File: src/core/lcr_pkg.sv
// Shared constants and types for the per-channel line interface configuration registers
package lcr_pkg;

  // Channel replication and host port geometry
  localparam int NUM_CH = 8;
  localparam int ADDR_W = 8;
  localparam int DATA_W = 8;
  localparam int CH_LSB = 4;
  localparam int CH_SEL_W = 4;
  localparam int OFF_W = 4;

  // Register offsets within one channel window
  localparam logic [OFF_W-1:0] OFF_JITTER = 4'h1;
  localparam logic [OFF_W-1:0] OFF_TEST_LOOP = 4'h2;
  localparam logic [OFF_W-1:0] OFF_CODING = 4'h3;

  // Reset values
  localparam logic [DATA_W-1:0] REG_RST = 8'h00;
  localparam logic [DATA_W-1:0] RD_IDLE = 8'h00;

  // Jitter configuration register fields
  localparam int JPATH_LSB = 2;
  localparam int JPATH_W = 2;
  localparam int BW_BIT = 1;
  localparam int DEPTH_BIT = 0;

  // Test and loopback control register fields
  localparam int INV_BIT = 7;
  localparam int PAT_LSB = 4;
  localparam int PAT_W = 3;
  localparam int TRANSMITTER_POWER_BIT_BIT = 3;
  localparam int LOOP_LSB = 0;
  localparam int LOOP_W = 3;

  // Coding register fields
  localparam int CODING_BIT = 5;

  // Attenuator path select codes for jitter_path_select
  typedef enum logic [1:0] {
    JA_OFF = 2'h0,
    JA_TX = 2'h1,
    JA_RX = 2'h2,
    JA_RX_ALT = 2'h3
  } lcr_ja_path_t;

  // Test pattern and loopback select codes
  localparam logic [PAT_W-1:0] PAT_QRSS = 3'h4;
  localparam logic [PAT_W-1:0] PAT_ONES = 3'h5;
  localparam logic [LOOP_W-1:0] LOOP_DUAL = 3'h4;
  localparam logic [LOOP_W-1:0] LOOP_ANALOG = 3'h5;
  localparam logic [LOOP_W-1:0] LOOP_REMOTE = 3'h6;
  localparam logic [LOOP_W-1:0] LOOP_DIGITAL = 3'h7;

  // Attenuator FIFO depths in bits, latency is half the depth
  localparam int DEPTH_W = 7;
  localparam logic [DEPTH_W-1:0] FIFO_DEPTH_SHORT = 7'h20;
  localparam logic [DEPTH_W-1:0] FIFO_DEPTH_LONG = 7'h40;

  // Host port request
  typedef struct packed {
    logic wr;
    logic rd;
    logic [ADDR_W-1:0] addr;
    logic [DATA_W-1:0] wdata;
  } lcr_host_req_t;

  // Stored configuration of one channel
  typedef struct packed {
    logic [JPATH_W-1:0] jitter_path_select;
    logic attenuator_bandwidth_select;
    logic attenuator_buffer_depth;
    logic test_pattern_invert;
    logic [PAT_W-1:0] line_test_pattern;
    logic transmitter_power_bit;
    logic [LOOP_W-1:0] loop_select;
    logic line_coding_select;
  } lcr_chan_cfg_t;

  // Decoded controls of one channel for the datapath
  typedef struct packed {
    logic ja_tx_path;
    logic ja_rx_path;
    logic ja_bandwidth;
    logic [DEPTH_W-1:0] fifo_depth;
    logic [DEPTH_W-1:0] ja_latency;
    logic send_qrss;
    logic send_all_ones;
    logic qrss_invert;
    logic tx_powered;
    logic loop_dual;
    logic loop_analog;
    logic loop_remote;
    logic loop_digital;
    logic coding_ami;
  } lcr_chan_ctl_t;

endpackage

File: src/core/lcr_chan_regs.sv
// Configuration register storage of one channel
`timescale 1ns/1ns
module lcr_chan_regs (
  input wire logic clk,
  input wire logic rst_n,
  input wire logic wr_en,
  input wire logic [lcr_pkg::OFF_W-1:0] offset,
  input wire logic [lcr_pkg::DATA_W-1:0] wdata,
  output lcr_pkg::lcr_chan_cfg_t cfg
);

  logic [lcr_pkg::JPATH_W-1:0] jpath_q;
  logic bw_q;
  logic depth_q;
  logic inv_q;
  logic [lcr_pkg::PAT_W-1:0] pat_q;
  logic transmitter_power_bit_q;
  logic [lcr_pkg::LOOP_W-1:0] loop_q;
  logic coding_q;

  // Jitter configuration register
  always_ff @(posedge clk or negedge rst_n) begin
    if (!rst_n) begin
      jpath_q <= lcr_pkg::JA_OFF;
      bw_q <= 1'b0;
      depth_q <= 1'b0;
    end else if (wr_en && offset == lcr_pkg::OFF_JITTER) begin
      jpath_q <= wdata[lcr_pkg::JPATH_LSB +: lcr_pkg::JPATH_W];
      bw_q <= wdata[lcr_pkg::BW_BIT];
      depth_q <= wdata[lcr_pkg::DEPTH_BIT];
    end
  end

  // Test pattern, transmitter power and loopback register
  always_ff @(posedge clk or negedge rst_n) begin
    if (!rst_n) begin
      inv_q <= 1'b0;
      pat_q <= '0;
      transmitter_power_bit_q <= 1'b0;
      loop_q <= '0;
    end else if (wr_en && offset == lcr_pkg::OFF_TEST_LOOP) begin
      inv_q <= wdata[lcr_pkg::INV_BIT];
      pat_q <= wdata[lcr_pkg::PAT_LSB +: lcr_pkg::PAT_W];
      transmitter_power_bit_q <= wdata[lcr_pkg::TRANSMITTER_POWER_BIT_BIT];
      loop_q <= wdata[lcr_pkg::LOOP_LSB +: lcr_pkg::LOOP_W];
    end
  end

  // Coding register, bits other than bit 5 have no storage
  always_ff @(posedge clk or negedge rst_n) begin
    if (!rst_n) begin
      coding_q <= 1'b0;
    end else if (wr_en && offset == lcr_pkg::OFF_CODING) begin
      coding_q <= wdata[lcr_pkg::CODING_BIT];
    end
  end

  // Gather into the configuration struct
  assign cfg.jitter_path_select = jpath_q;
  assign cfg.attenuator_bandwidth_select = bw_q;
  assign cfg.attenuator_buffer_depth = depth_q;
  assign cfg.test_pattern_invert = inv_q;
  assign cfg.line_test_pattern = pat_q;
  assign cfg.transmitter_power_bit = transmitter_power_bit_q;
  assign cfg.loop_select = loop_q;
  assign cfg.line_coding_select = coding_q;

endmodule

File: src/core/lcr_cfg_regs.sv
// Eight-channel line interface configuration register bank with decoded controls
`timescale 1ns/1ns
module lcr_cfg_regs #(
  parameter int NUM_CH = lcr_pkg::NUM_CH
) (
  input wire logic ref_clk,
  input wire logic resetn,
  input lcr_pkg::lcr_host_req_t host_req,
  output logic [lcr_pkg::DATA_W-1:0] host_rdata,
  output logic host_rd_valid,
  input wire logic tx_power_pin_control,
  input wire logic [NUM_CH-1:0] tx_enable_pin,
  output lcr_pkg::lcr_chan_ctl_t [NUM_CH-1:0] chan_ctl
);

  logic rst_s1_q;
  logic rst_n;
  logic [NUM_CH-1:0] pin_s1_q;
  logic [NUM_CH-1:0] pin_s2_q;
  logic [NUM_CH-1:0] pin_s3_q;
  logic [NUM_CH-1:0] pin_filt_q;
  logic [lcr_pkg::CH_SEL_W-1:0] ch_sel;
  logic [lcr_pkg::OFF_W-1:0] off_sel;
  logic ch_hit;
  logic [lcr_pkg::DATA_W-1:0] rd_byte;
  logic [lcr_pkg::DATA_W-1:0] rdata_q;
  logic rd_valid_q;
  lcr_pkg::lcr_chan_cfg_t [NUM_CH-1:0] cfg;

  // Reset release through two flops
  always_ff @(posedge ref_clk or negedge resetn) begin
    if (!resetn) begin
      rst_s1_q <= 1'b0;
      rst_n <= 1'b0;
    end else begin
      rst_s1_q <= 1'b1;
      rst_n <= rst_s1_q;
    end
  end

  // Transmit-enable pins: three-flop synchroniser
  always_ff @(posedge ref_clk or negedge rst_n) begin
    if (!rst_n) begin
      pin_s1_q <= '0;
      pin_s2_q <= '0;
      pin_s3_q <= '0;
    end else begin
      pin_s1_q <= tx_enable_pin;
      pin_s2_q <= pin_s1_q;
      pin_s3_q <= pin_s2_q;
    end
  end

  // Pin level accepted once second and third stages agree
  always_ff @(posedge ref_clk or negedge rst_n) begin
    if (!rst_n) begin
      pin_filt_q <= '0;
    end else begin
      for (int i = 0; i < NUM_CH; i++) begin
        if (pin_s2_q[i] == pin_s3_q[i]) begin
          pin_filt_q[i] <= pin_s3_q[i];
        end
      end
    end
  end

  // Address split into channel window and offset
  assign ch_sel = host_req.addr[lcr_pkg::CH_LSB +: lcr_pkg::CH_SEL_W];
  assign off_sel = host_req.addr[lcr_pkg::OFF_W-1:0];
  assign ch_hit = (32'(ch_sel) < NUM_CH);

  // Readback mux, unmapped addresses and unused bits read zero
  always_comb begin
    rd_byte = lcr_pkg::RD_IDLE;
    if (ch_hit) begin
      unique case (off_sel)
        lcr_pkg::OFF_JITTER: begin
          rd_byte[lcr_pkg::JPATH_LSB +: lcr_pkg::JPATH_W] = cfg[ch_sel].jitter_path_select;
          rd_byte[lcr_pkg::BW_BIT] = cfg[ch_sel].attenuator_bandwidth_select;
          rd_byte[lcr_pkg::DEPTH_BIT] = cfg[ch_sel].attenuator_buffer_depth;
        end
        lcr_pkg::OFF_TEST_LOOP: begin
          rd_byte[lcr_pkg::INV_BIT] = cfg[ch_sel].test_pattern_invert;
          rd_byte[lcr_pkg::PAT_LSB +: lcr_pkg::PAT_W] = cfg[ch_sel].line_test_pattern;
          rd_byte[lcr_pkg::TRANSMITTER_POWER_BIT_BIT] = cfg[ch_sel].transmitter_power_bit;
          rd_byte[lcr_pkg::LOOP_LSB +: lcr_pkg::LOOP_W] = cfg[ch_sel].loop_select;
        end
        lcr_pkg::OFF_CODING: begin
          rd_byte[lcr_pkg::CODING_BIT] = cfg[ch_sel].line_coding_select;
        end
        default: begin
          rd_byte = lcr_pkg::RD_IDLE;
        end
      endcase
    end
  end

  // Read data registered, valid one cycle after the strobe
  always_ff @(posedge ref_clk or negedge rst_n) begin
    if (!rst_n) begin
      rdata_q <= lcr_pkg::RD_IDLE;
      rd_valid_q <= 1'b0;
    end else begin
      rd_valid_q <= host_req.rd;
      if (host_req.rd) begin
        rdata_q <= rd_byte;
      end
    end
  end

  assign host_rdata = rdata_q;
  assign host_rd_valid = rd_valid_q;

  // Per-channel storage and decode
  for (genvar c = 0; c < NUM_CH; c++) begin : g_ch
    localparam logic [lcr_pkg::CH_SEL_W-1:0] CH_ID = lcr_pkg::CH_SEL_W'(c);
    localparam logic [lcr_pkg::ADDR_W-1:0] A_JIT = {CH_ID, lcr_pkg::OFF_JITTER};
    localparam logic [lcr_pkg::ADDR_W-1:0] A_TLC = {CH_ID, lcr_pkg::OFF_TEST_LOOP};
    localparam logic [lcr_pkg::ADDR_W-1:0] A_COD = {CH_ID, lcr_pkg::OFF_CODING};
    lcr_pkg::lcr_chan_ctl_t ctl_d;
    lcr_pkg::lcr_chan_ctl_t ctl_q;
    logic ch_wr;

    // Channel window write enable
    assign ch_wr = host_req.wr && (ch_sel == CH_ID);

    lcr_chan_regs u_regs (
      .clk(ref_clk),
      .rst_n(rst_n),
      .wr_en(ch_wr),
      .offset(off_sel),
      .wdata(host_req.wdata),
      .cfg(cfg[c])
    );

    // Field decode into datapath controls
    always_comb begin
      ctl_d = '0;
      ctl_d.ja_tx_path = (cfg[c].jitter_path_select == lcr_pkg::JA_TX);
      ctl_d.ja_rx_path = cfg[c].jitter_path_select[1];
      ctl_d.ja_bandwidth = cfg[c].attenuator_bandwidth_select;
      ctl_d.fifo_depth = cfg[c].attenuator_buffer_depth ? lcr_pkg::FIFO_DEPTH_LONG
                                                        : lcr_pkg::FIFO_DEPTH_SHORT;
      ctl_d.ja_latency = ctl_d.fifo_depth >> 1;
      ctl_d.send_qrss = (cfg[c].line_test_pattern == lcr_pkg::PAT_QRSS);
      ctl_d.send_all_ones = (cfg[c].line_test_pattern == lcr_pkg::PAT_ONES);
      ctl_d.qrss_invert = cfg[c].test_pattern_invert;
      ctl_d.tx_powered = tx_power_pin_control ? pin_filt_q[c]
                                              : cfg[c].transmitter_power_bit;
      ctl_d.loop_dual = (cfg[c].loop_select == lcr_pkg::LOOP_DUAL);
      ctl_d.loop_analog = (cfg[c].loop_select == lcr_pkg::LOOP_ANALOG);
      ctl_d.loop_remote = (cfg[c].loop_select == lcr_pkg::LOOP_REMOTE);
      ctl_d.loop_digital = (cfg[c].loop_select == lcr_pkg::LOOP_DIGITAL);
      ctl_d.coding_ami = cfg[c].line_coding_select;
    end

    // Registered controls, all off after reset
    always_ff @(posedge ref_clk or negedge rst_n) begin
      if (!rst_n) begin
        ctl_q <= '0;
      end else begin
        ctl_q <= ctl_d;
      end
    end

    assign chan_ctl[c] = ctl_q;

  end
endmodule

File: config.mk
export PLATFORM = sky130hd
export DESIGN_NAME = lcr_cfg_regs
export DESIGN_NICKNAME = d
export VERILOG_FILES = /design/src/core/lcr_pkg.sv /design/src/core/lcr_chan_regs.sv /design/src/core/lcr_cfg_regs.sv
export SDC_FILE = /design/constraint.sdc
export NUM_CORES = 1
export LEC_CHECK = 0
export BUFFER_PORTS_ARGS = -buffer_cell sky130_fd_sc_hd__buf_2
export CAP_MARGIN = 25
export CORE_MARGIN = 5
export CORE_UTILIZATION = 45
export CTS_CLUSTER_DIAMETER = 50
export DETAILED_ROUTE_END_ITERATION = 12
export PLACE_DENSITY = 0.71
export SLEW_MARGIN = 15
export SYNTH_ARGS = -nofsm -noshare
export SYNTH_HDL_FRONTEND = slang
export SYNTH_HIERARCHICAL = 1
export SYNTH_SLANG_ARGS = --single-unit
File: constraint.sdc
create_clock -name ref_clk -period 8.2 [get_ports ref_clk]
set_input_delay 1.64 -clock ref_clk [delete_from_list [all_inputs] [get_ports ref_clk]]
set_output_delay 1.64 -clock ref_clk [all_outputs]
set_load 0.05 [all_outputs]
==> results of run 1 <==
## metrics by stage
| step | total power (W) | utilization | area [µm²] |
|---|---|---|---|
| after floorplan | 0.00168 | - | 11000 |
| after global placement | 0.00171 | 0.476 | 11100 |
| after detailed placement | 0.00172 | 0.476 | 11100 |
| after CTS | 0.00312 | 0.522 | 12200 |
| after global routing | 0.00320 | 0.523 | 12200 |
| final | 0.00308 | 0.523 | 12200 |
## layout by cell type (no fill, tap or decap), types with 2 or more instances in the layout
cell type / instances
sky130_fd_sc_hd__nor2b_1: 9
sky130_fd_sc_hd__nand3b_1: 10
sky130_fd_sc_hd__nor3_1: 4
sky130_fd_sc_hd__nand2b_1: 2
sky130_fd_sc_hd__o21bai_1: 3
sky130_fd_sc_hd__o221ai_1: 2
sky130_fd_sc_hd__clkbuf_16: 30
sky130_fd_sc_hd__bufinv_16: 4
sky130_fd_sc_hd__mux2i_1: 14
sky130_fd_sc_hd__inv_6: 2
sky130_fd_sc_hd__clkinvlp_4: 4
sky130_fd_sc_hd__nor3b_4: 8
sky130_fd_sc_hd__and3b_1: 16
sky130_fd_sc_hd__mux2_2: 112
sky130_fd_sc_hd__nand3b_2: 8
sky130_fd_sc_hd__mux4_2: 24
sky130_fd_sc_hd__o22ai_1: 6
sky130_fd_sc_hd__nand3_1: 10
sky130_fd_sc_hd__inv_1: 14
sky130_fd_sc_hd__clkbuf_8: 5
sky130_fd_sc_hd__nand2_1: 9
sky130_fd_sc_hd__and3_1: 8
sky130_fd_sc_hd__buf_2: 165
sky130_fd_sc_hd__conb_1: 81
sky130_fd_sc_hd__buf_4: 3
sky130_fd_sc_hd__nor3b_1: 17
sky130_fd_sc_hd__clkinv_8: 2
sky130_fd_sc_hd__maj3_1: 8
sky130_fd_sc_hd__nor2_1: 12
sky130_fd_sc_hd__clkinv_2: 3
sky130_fd_sc_hd__clkinv_4: 2
sky130_fd_sc_hd__dfrtp_1: 258
## how the worst max path moves through the flow
stage                       from                                      to  slack [ps]
finish              host_req[13]                g_ch[6].u_regs/loop_q[0]        4950
global placement    host_req[13]                g_ch[6].u_regs/loop_q[2]        4430
detailed placement  host_req[13]  g_ch[6].u_regs/transmitter_power_bit_q        4400
CTS                 host_req[13]                 g_ch[6].u_regs/pat_q[1]        4970
global route        host_req[13]               g_ch[2].u_regs/jpath_q[0]        4750
floorplan                  rst_n                             chan_ctl[0]         450
## routing by layer
layer / share of wire / wire length [µm] / track usage
met1: 0.42 / 9310 / 0.234
met2: 0.48 / 10600 / 0.258
met3: 0.084 / 1860 / 0.0404
met4: 0.012 / 264 / 0.0332
met5: 0.0017 / 38 / 0
## state kept, by name, summed over array words and instances, names as in the netlist
| name | count |
|---|---|
| pin_s1_q | 8 |
| g_ch.u_regs/bw_q | 8 |
| g_ch.u_regs/transmitter_power_bit_q | 8 |
| g_ch.u_regs/coding_q | 8 |
| pin_filt_q | 8 |
| chan_ctl | 112 |
| g_ch.u_regs/jpath_q | 16 |
| rst_s1_q | 1 |
| g_ch.u_regs/pat_q | 24 |
| g_ch.u_regs/inv_q | 8 |
| host_rdata | 8 |
| host_rd_valid | 1 |
| g_ch.u_regs/loop_q | 24 |
| pin_s2_q | 8 |
| pin_s3_q | 8 |
| g_ch.u_regs/depth_q | 8 |
| rst_n | 1 |
## logic make-up (layout without fill, tap and decap cells)
family	after synthesis	count (layout)	share of synthesized area
fa+ha+maj	8	8	0.00750
other cells	2	82	0.000703
flops	259	259	0.607
simple gates	121	121	0.0883
buf+inv	162	237	0.106
compound gates	13	13	0.00855
mux	150	150	0.182
## synthesized netlist by cell type (all sizes together) (8+ instances only)
library cell,number
nand3,10
nor2,12
nand3b,19
and3,9
maj3,8
buf,147
mux2,112
dfrtp,259
nor2b,9
nor3b,25
mux2i,14
mux4,24
nand2,9
inv,14
and3b,16
## power by group through the flow
stage / clock (W) / combinational, W / sequential [W]
detailed placement: 0 / 0.000319 / 0.00140
CTS: 0.00142 / 0.000319 / 0.00138
floorplan: 0 / 0.000212 / 0.00147
finish: 0.00138 / 0.000319 / 0.00138
global placement: 0 / 0.000316 / 0.00140
global route: 0.00148 / 0.000338 / 0.00138
## layout make-up
cell class	instances	area, µm²	share of cell area
multi-input cells	373	3360	0.275
clock inverters	18	244	0.0199
flip-flops and latches	259	6480	0.530
diodes	1	2.50	0.000204
repair buffers	169	876	0.0715
clock buffers	36	823	0.0672
well taps	319	399	0.0326
inverters	14	52.6	0.00429
## worst max-delay path, cell delays in order
cell,delay (ps)
sky130_fd_sc_hd__buf_2,640
sky130_fd_sc_hd__nand3_1,200
sky130_fd_sc_hd__nor3_1,190
sky130_fd_sc_hd__nor3b_4,270
sky130_fd_sc_hd__nand3b_2,300
sky130_fd_sc_hd__mux2_2,370
==> impl_metrics.json, run 1 <==
{
  "clkSlewWorstSetupHoldPaths_ps": 60,
  "timing.reg2reg.setup_slack_ps": 5890,
  "io_buffers": 165,
  "holdBufCountCts": 0,
  "final_worst_clock_skew_ps": 15.3,
  "run_status": "finished clean",
  "wl_per_cell_um": 18.6,
  "layoutNonFillerInstCount": 1189,
  "switching_share": 0.266,
  "clock_latency_ps": 540,
  "clock-root-buffer": "sky130_fd_sc_hd__clkbuf_16",
  "min-delay-path-class": "reg2async",
  "comb_power_share": 0.104,
  "power.internal_w": 0.00226,
  "drive_above_1_share": 0.436,
  "synth_top_area_share": 0.607,
  "die-area_um2": 26900,
  "sequentialPowerShare": 0.447,
  "global_route_wire_length_before_repair_mm": 34.4,
  "area.growth.synth_to_final_pct": 14.6,
  "worst_ir_drop_vdd_v": 0.000142,
  "clk_network_pwr_share": 0.449,
  "first_pass_iters": 4,
  "finalHoldWorstSlack_ps": 321,
  "chipHeight_um": 164,
  "maxSlewViolCount": 0,
  "placed_cells": 1133,
  "detailedPlacementHpwl_mm": 15.3,
  "slew_at_the_pin_closest_to_its_max_slew_limit_ps": 897,
  "route.vias.total": 5702,
  "critical_path.max_fanout": 33,
  "async_flop_share": 1.00,
  "globalRouteOverflowTotal": 0,
  "gp_congestion": 0.806,
  "ys_seq_elements": 259,
  "rows": 56,
  "htree_num_levels": 1,
  "grt_start_max_net_pins": 82,
  "place_worst_setup_slack_ps": 4400,
  "detail_route.wirelength_mm": 22.1,
  "fillers": 2061,
  "critPathKind": "in2reg",
  "p_switching_w": 0.000820,
  "timing.final.setup_violations": 0,
  "worstSetupStartpointType": "input port",
  "cts_made_buffers": 30,
  "cts_tree": "yes",
  "fmax_mhz": 308,
  "netlist_top_cells_area": "sky130_fd_sc_hd__dfrtp_1, sky130_fd_sc_hd__mux2_2, sky130_fd_sc_hd__buf_4",
  "portion_of_the_post_synthesis_area_used_by_sequential_elements": 0.607,
  "drt_iter0_drc": 300,
  "drv.max_cap_violation_count": 0,
  "dominantRegCellSynth": "sky130_fd_sc_hd__dfrtp_1",
  "p_per_area_nw_per_um2": 251,
  "post_cts_resize_count": 0,
  "postSynthAreaPerCell_um2": 14.9,
  "rsz0062_at_grt": "false",
  "crit_path_end_kind": "register",
  "post_cts_buffers": 0,
  "synth_area_leader_cell": "sky130_fd_sc_hd__dfrtp_1",
  "cts_max_path_bufs": 3,
  "critPathRequiredTime_ps": 8620,
  "chipWidth_um": 164,
  "final-hold-violation-count": 0,
  "reg2regPathDepth": 2,
  "period_share": 0.396,
  "vias_in_the_first_global_route": 5844,
  "timing.setup.tns_ps": 0,
  "route.detailed.drc": 0,
  "synth_warnings": 6,
  "synth.cell_area_um2": 10700,
  "clock-sinks": 259,
  "floorplan.io_pins": 246,
  "via_per_inst": 4.80,
  "floorplan.initialDensity": 0.456,
  "power.leakage_nw": 6.41,
  "synth_cell_type_count": 37,
  "critical_path.reg2reg.endpoint": "chan_ctl[169]",
  "timing.max_slew.rel_slack": 0.402,
  "floorplan.core_area_um2": 23400,
  "endpoint_arrival_time_on_the_critical_path_ps": 3660,
  "number_of_antenna_violations_at_the_first_check_in_global_routing": 4,
  "worst_r2r_startpoint": "rst_n",
  "finalWorstSetupSlack_ps": 4950,
  "syn_inst": 715,
  "finalNetCount": 876,
  "final.min_clock_period_ps": 3250,
  "synth-edff-count": 0,
  "global_route.usage.total": 0.164,
  "ant_nets": 0
}
Power figures use the tool's default switching activity.
==> run 2: changes to the inputs <==
- ABC_AREA: default -> 1
- PLACE_DENSITY: 0.71 -> 0.7
- clock period: 8.2 -> 2.8 ns (I/O delays scaled with it)
==> impl_metrics.json, run 2 <==
{
  "route.vias.total": 8565,
  "netlist_top_cells_count": "sky130_fd_sc_hd__nand2_1, sky130_fd_sc_hd__dfrtp_1, sky130_fd_sc_hd__buf_4",
  "critPathRequiredTime_ps": 3220,
  "timing.max_slew.rel_slack": 0.506,
  "rsz0062_at_grt": "false",
  "crit_path_end_kind": "register",
  "worstPathCellList": "buf_2 -> inv_2 -> buf_4 -> nand2_2 -> nor2_1 -> nand2_1 -> inv_1 -> nand3_2 -> nand2_1 -> nand2_1",
  "floorplan.io_pins": 246,
  "post_cts_buffers": 0,
  "fmax_mhz": 530,
  "drive_above_1_share": 0.214,
  "mostFrequentLayoutCells": "sky130_fd_sc_hd__nand2_1, sky130_fd_sc_hd__dfrtp_1, sky130_fd_sc_hd__buf_2",
  "clock-root-buffer": "sky130_fd_sc_hd__clkbuf_16",
  "globalRouteOverflowTotal": 0,
  "drt_iter0_drc": 715,
  "floorplan.core_area_um2": 25300,
  "layoutNonFillerInstCount": 1703,
  "area.growth.synth_to_final_pct": 12.7,
  "cts_max_path_bufs": 3,
  "via_per_inst": 5.03,
  "synth_warnings": 6,
  "die-area_um2": 29100,
  "synthAdderAreaFrac": 0.00690,
  "final.min_clock_period_ps": 1890,
  "met2_usage": 0.316,
  "placed_cells": 1653,
  "global_route_wire_length_before_repair_mm": 46.3,
  "ant_nets": 0,
  "clock-sinks": 259,
  "synth_cell_type_count": 30,
  "critPathKind": "in2reg",
  "post_synth_and_or_nand_nor_area_fraction": 0.277,
  "portion_of_the_post_synthesis_area_used_by_sequential_elements": 0.559,
  "clock_latency_ps": 540,
  "timing.setup.tns_ps": 0,
  "top_usage_layer": "met2",
  "slew_at_the_pin_closest_to_its_max_slew_limit_ps": 742,
  "first_pass_iters": 5,
  "vias_in_the_first_global_route": 8292,
  "floorplan.initialDensity": 0.459,
  "async_flop_share": 1.00,
  "finalNetCount": 1383,
  "globalRouteMet3Util": 0.0367,
  "synth_top_family_by_area": "simple AND/OR/NAND/NOR gates",
  "chipWidth_um": 171,
  "final_worst_clock_skew_ps": 13.9,
  "crit_path_frequent_cell": "sky130_fd_sc_hd__nand2_1",
  "worstSetupStartpointType": "input port",
  "timing.final.setup_violations": 0,
  "p_per_area_nw_per_um2": 676,
  "synth_compound_area_frac": 0.00939,
  "grt_start_max_net_pins": 50,
  "clkSlewWorstSetupHoldPaths_ps": 60,
  "number_of_antenna_violations_at_the_first_check_in_global_routing": 2,
  "htree_num_levels": 1,
  "min-delay-path-class": "in2reg",
  "ys_seq_elements": 259,
  "syn_inst": 1217,
  "period_share": 0.674,
  "critical_path.max_fanout": 29,
  "final-hold-violation-count": 0,
  "netlist_top_cells_area": "sky130_fd_sc_hd__dfrtp_1, sky130_fd_sc_hd__nand2_1, sky130_fd_sc_hd__buf_4",
  "cp_peak_stage_delay_ps": 360,
  "global_route.usage.total": 0.200,
  "run_status": "finished clean",
  "maxSlewViolCount": 0,
  "gp_congestion": 0.911,
  "endpoint_arrival_time_on_the_critical_path_ps": 2310,
  "synth.cell_area_um2": 11600,
  "detail_route.wirelength_mm": 29.5,
  "diodes": 0,
  "rows": 58,
  "layout.cells.most_common": "sky130_fd_sc_hd__nand2_1",
  "postSynthAreaPerCell_um2": 9.53,
  "worstPathBufferInverterCount": 4,
  "io_buffers": 165,
  "cts_made_buffers": 28,
  "worst_ir_drop_vdd_v": 0.000491,
  "grtUsageMet1": 0.287,
  "synth.mux.area_fraction": 0.00680,
  "synth_xor_area_frac": 0,
  "cts_tree": "yes",
  "power.leakage_nw": 7.10,
  "synth-edff-count": 0,
  "synth_top_area_share": 0.559,
  "timing.critical_path.max_delay_family": "simple AND/OR/NAND/NOR gates",
  "route.detailed.drc": 0,
  "dominantRegCellSynth": "sky130_fd_sc_hd__dfrtp_1",
  "critical_path_s_slowest_cell": "sky130_fd_sc_hd__nor2_1",
  "chipHeight_um": 171,
  "drv.max_cap_violation_count": 0,
  "yosysMostFrequentCell": "sky130_fd_sc_hd__nand2_1",
  "detailedPlacementHpwl_mm": 21.4,
  "synth_area_leader_cell": "sky130_fd_sc_hd__dfrtp_1",
  "wl_per_cell_um": 17.3,
  "largest_register_ffs": 112
}
-- run 2: path summary, 6_finish.rpt --
kind	startpoint	endpoint	slack (ps)	depth (start not counted)
min reg2reg	pin_s1_q[6]	pin_s2_q[6]	350	0
max	host_req[12]	g_ch[2].u_regs/pat_q[2]	910	10
min in group asynchronous	resetn	rst_n	330	2
min	tx_enable_pin[6]	pin_s1_q[6]	130	1
max in group asynchronous	rst_n	chan_ctl[112]	1650	1
max reg2reg	g_ch[0].u_regs/loop_q[1]	host_rdata[1]	1470	8
-- run 2: cells by family (layout without fill, tap and decap cells) --
family,after synthesis,after routing
AND/OR/NAND/NOR,658,658
other,2,81
AO/OA/AOI/OAI,19,19
buffers and inverters,264,341
flip-flops,259,259
multiplexers,7,7
adder cells (fa/ha/maj),8,8
-- run 2: through the flow --
stage	util	total power [W]	area [µm²]	hold WS (ps)	setup slack, ps
after floorplan	-	0.00502	11900	264	202
after global placement	0.480	0.00519	12100	331	450
after detailed placement	0.480	0.00521	12100	337	365
after CTS	0.518	0.00891	13100	114	919
after global routing	0.518	0.00916	13100	112	668
final	0.518	0.00884	13100	127	913
-- run 2: report_power, final --
group	internal [W]	leakage (nW)	switching, W
sequential	0.00391	3.46	0.000135
combinational	0.000198	3.20	0.000904
clock	0.00222	0.447	0.00147
total	0.00633	7.10	0.00251
-- run 2: cell type report --
| class | count | area [µm²] |
|---|---|---|
| clock buffer | 37 | 776 |
| clock inverter | 12 | 154 |
| fill | 2339 | 12200 |
| inverter | 97 | 364 |
| multi-input combinational | 773 | 3780 |
| sequential | 259 | 6480 |
| tap | 330 | 413 |
| timing repair buffer | 195 | 1100 |
-- run 2: per-layer routing --
layer	part of all wire	vias to the layer above
met2	0.45	383
met4	0.027	4
li1	-	4010
met1	0.43	4094
met5	0.00071	-
met3	0.085	74
-- run 2: worst register-to-register path: stages, from the launching register on --
cell,delay [ps]
sky130_fd_sc_hd__dfrtp_1,400
sky130_fd_sc_hd__inv_1,80
sky130_fd_sc_hd__o21ai_0,290
sky130_fd_sc_hd__nand2_1,80
sky130_fd_sc_hd__nand3_1,140
sky130_fd_sc_hd__nand3_1,90
sky130_fd_sc_hd__nand2_1,80
sky130_fd_sc_hd__nand2_1,60
sky130_fd_sc_hd__nand2_1,70
-- run 2: what timing repair did --
item / 4_1_cts / 5_1_grt
resized for setup: 0 / 0
endpoints found under the hold margin: 2 / 0
hold buffers: 1 / 0
==> run 3: changes to the inputs <==
- ABC_AREA: 1 -> 0
- PLACE_DENSITY: 0.7 -> 0.69
- clock period: 2.8 -> 1.75 ns (I/O delays scaled with it)
==> impl_metrics.json, run 3 (synthesis results as in run 1) <==
{
  "number_of_antenna_violations_at_the_first_check_in_global_routing": 2,
  "critical_path_s_slowest_cell": "sky130_fd_sc_hd__dfrtp_1",
  "cts_made_buffers": 28,
  "post_cts_resize_count": 0,
  "detail_route.wirelength_mm": 22.1,
  "wl_per_cell_um": 18.0,
  "floorplan.initialDensity": 0.456,
  "clkSlewWorstSetupHoldPaths_ps": 60,
  "place_worst_setup_slack_ps": -254,
  "power.leakage_nw": 6.72,
  "diodes": 0,
  "final_worst_clock_skew_ps": 17.1,
  "io_buffers": 165,
  "worstPathBufferInverterCount": 1,
  "drive_above_1_share": 0.453,
  "die-area_um2": 26900,
  "via_per_inst": 4.77,
  "final-hold-violation-count": 0,
  "rows": 56,
  "chipWidth_um": 164,
  "critPathRequiredTime_ps": 1400,
  "area.growth.synth_to_final_pct": 18.4,
  "ant_nets": 0,
  "mostFrequentLayoutCells": "sky130_fd_sc_hd__dfrtp_1, sky130_fd_sc_hd__buf_2, sky130_fd_sc_hd__mux2_2",
  "chipHeight_um": 164,
  "vias_in_the_first_global_route": 5947,
  "route.detailed.drc": 0,
  "gp_congestion": 0.817,
  "cts_tree": "yes",
  "clock-sinks": 259,
  "floorplan.io_pins": 246,
  "largest_register_ffs": 112,
  "worstSetupStartpointType": "register",
  "final.min_clock_period_ps": 1570,
  "fmax_mhz": 638,
  "met1_wl_mm": 9.67,
  "drv.max_cap_violation_count": 0,
  "critPathKind": "reg2out",
  "finalWorstSetupSlack_ps": 183,
  "layout.cells.most_common": "sky130_fd_sc_hd__dfrtp_1",
  "worstPathCellList": "buf_2",
  "worst_ir_drop_vdd_v": 0.000677,
  "globalRouteOverflowTotal": 0,
  "drt_iter0_drc": 306,
  "critical_path.max_fanout": 2,
  "grt_start_max_net_pins": 74,
  "timing.final.setup_violations": 0,
  "finalNetCount": 922,
  "holdBufCountCts": 9,
  "p_per_area_nw_per_um2": 1090,
  "maxSlewViolCount": 0,
  "placed_cells": 1173,
  "endpoint_arrival_time_on_the_critical_path_ps": 1220,
  "detailedPlacementHpwl_mm": 16.2,
  "timing.critical_path.max_delay_family": "flip-flops",
  "global_route_wire_length_before_repair_mm": 34.0,
  "global_route.usage.total": 0.163,
  "route.vias.total": 5879,
  "cp_peak_stage_delay_ps": 390,
  "cts_max_path_bufs": 3,
  "period_share": 0.895,
  "crit_path_end_kind": "primary output",
  "length_of_routed_met2_wiring_mm": 10.6,
  "first_pass_iters": 4,
  "rsz0062_at_grt": "false",
  "topRoutingLayerUsed": "met5",
  "post_cts_buffers": 0,
  "detailroute.wirelength.met3_mm": 1.43,
  "clock-root-buffer": "sky130_fd_sc_hd__clkbuf_16",
  "min-delay-path-class": "in2async",
  "floorplan.core_area_um2": 23400,
  "clock_latency_ps": 530,
  "final_core_occ": 0.541,
  "layoutNonFillerInstCount": 1233,
  "htree_num_levels": 1,
  "run_status": "finished clean"
}
==> run 3: changes by cell type in the layout (fill, tap and decap cells not counted), sizes merged, moves of 14 or more <==
cell / delta
and3b: +16
buf: +14
inv: -83
mux2: +105
mux2i: +14
mux4: +24
nand2: -383
nand3: -53
nand3b: +19
nand4: -107
nor2: -32
nor3: -41
nor3b: +20
==> run 3: final timing paths <==
check,startpoint,endpoint,slack [ps],depth (start not counted)
max,host_rdata[5],host_rdata[5],180,1
min in group ref_clk,host_req[7],g_ch[0].u_regs/inv_q,180,2
max in group asynchronous,rst_n,chan_ctl[138],800,2
max reg2reg,g_ch[7].u_regs/loop_q[2],host_rdata[2],230,4
min,resetn,rst_n,120,2
min reg2reg,rst_n,chan_ctl[161],220,0
==> run 3: layout make-up <==
| cell class | count | area, µm² |
|---|---|---|
| Fill cell | 1970 | 10800 |
| Sequential cell | 259 | 6480 |
| Multi-Input combinational cell | 373 | 3450 |
| Timing Repair Buffer | 217 | 1340 |
| Clock buffer | 38 | 788 |
| Tap cell | 319 | 399 |
| Clock inverter | 13 | 141 |
| Inverter | 14 | 52.6 |
==> run 3: power by group <==
| part | leakage, nW | switching, W | internal [W] |
|---|---|---|---|
| clock network | 0.451 | 0.00232 | 0.00346 |
| logic | 2.82 | 0.00118 | 0.000421 |
| registers | 3.46 | 0.000183 | 0.00625 |
==> run 3: per-layer routing <==
layer / GRT usage / up-vias
li1: - / 2641
met1: 0.230 / 3012
met2: 0.260 / 190
met3: 0.0346 / 32
met4: 0.0385 / 4
met5: 0 / -
==> run 3: metrics by stage <==
step | hold WS, ps | setup TNS, ps | area, µm² | total power [W]
floorplan | 54.4 | -227820 | 11100 | 0.00792
detailed placement | 144 | -14190 | 11600 | 0.00814
global placement | 142 | -11940 | 11600 | 0.00812
global route | 111 | 0 | 12700 | 0.0144
finish | 118 | 0 | 12700 | 0.0138
CTS | 98.4 | 0 | 12700 | 0.0140
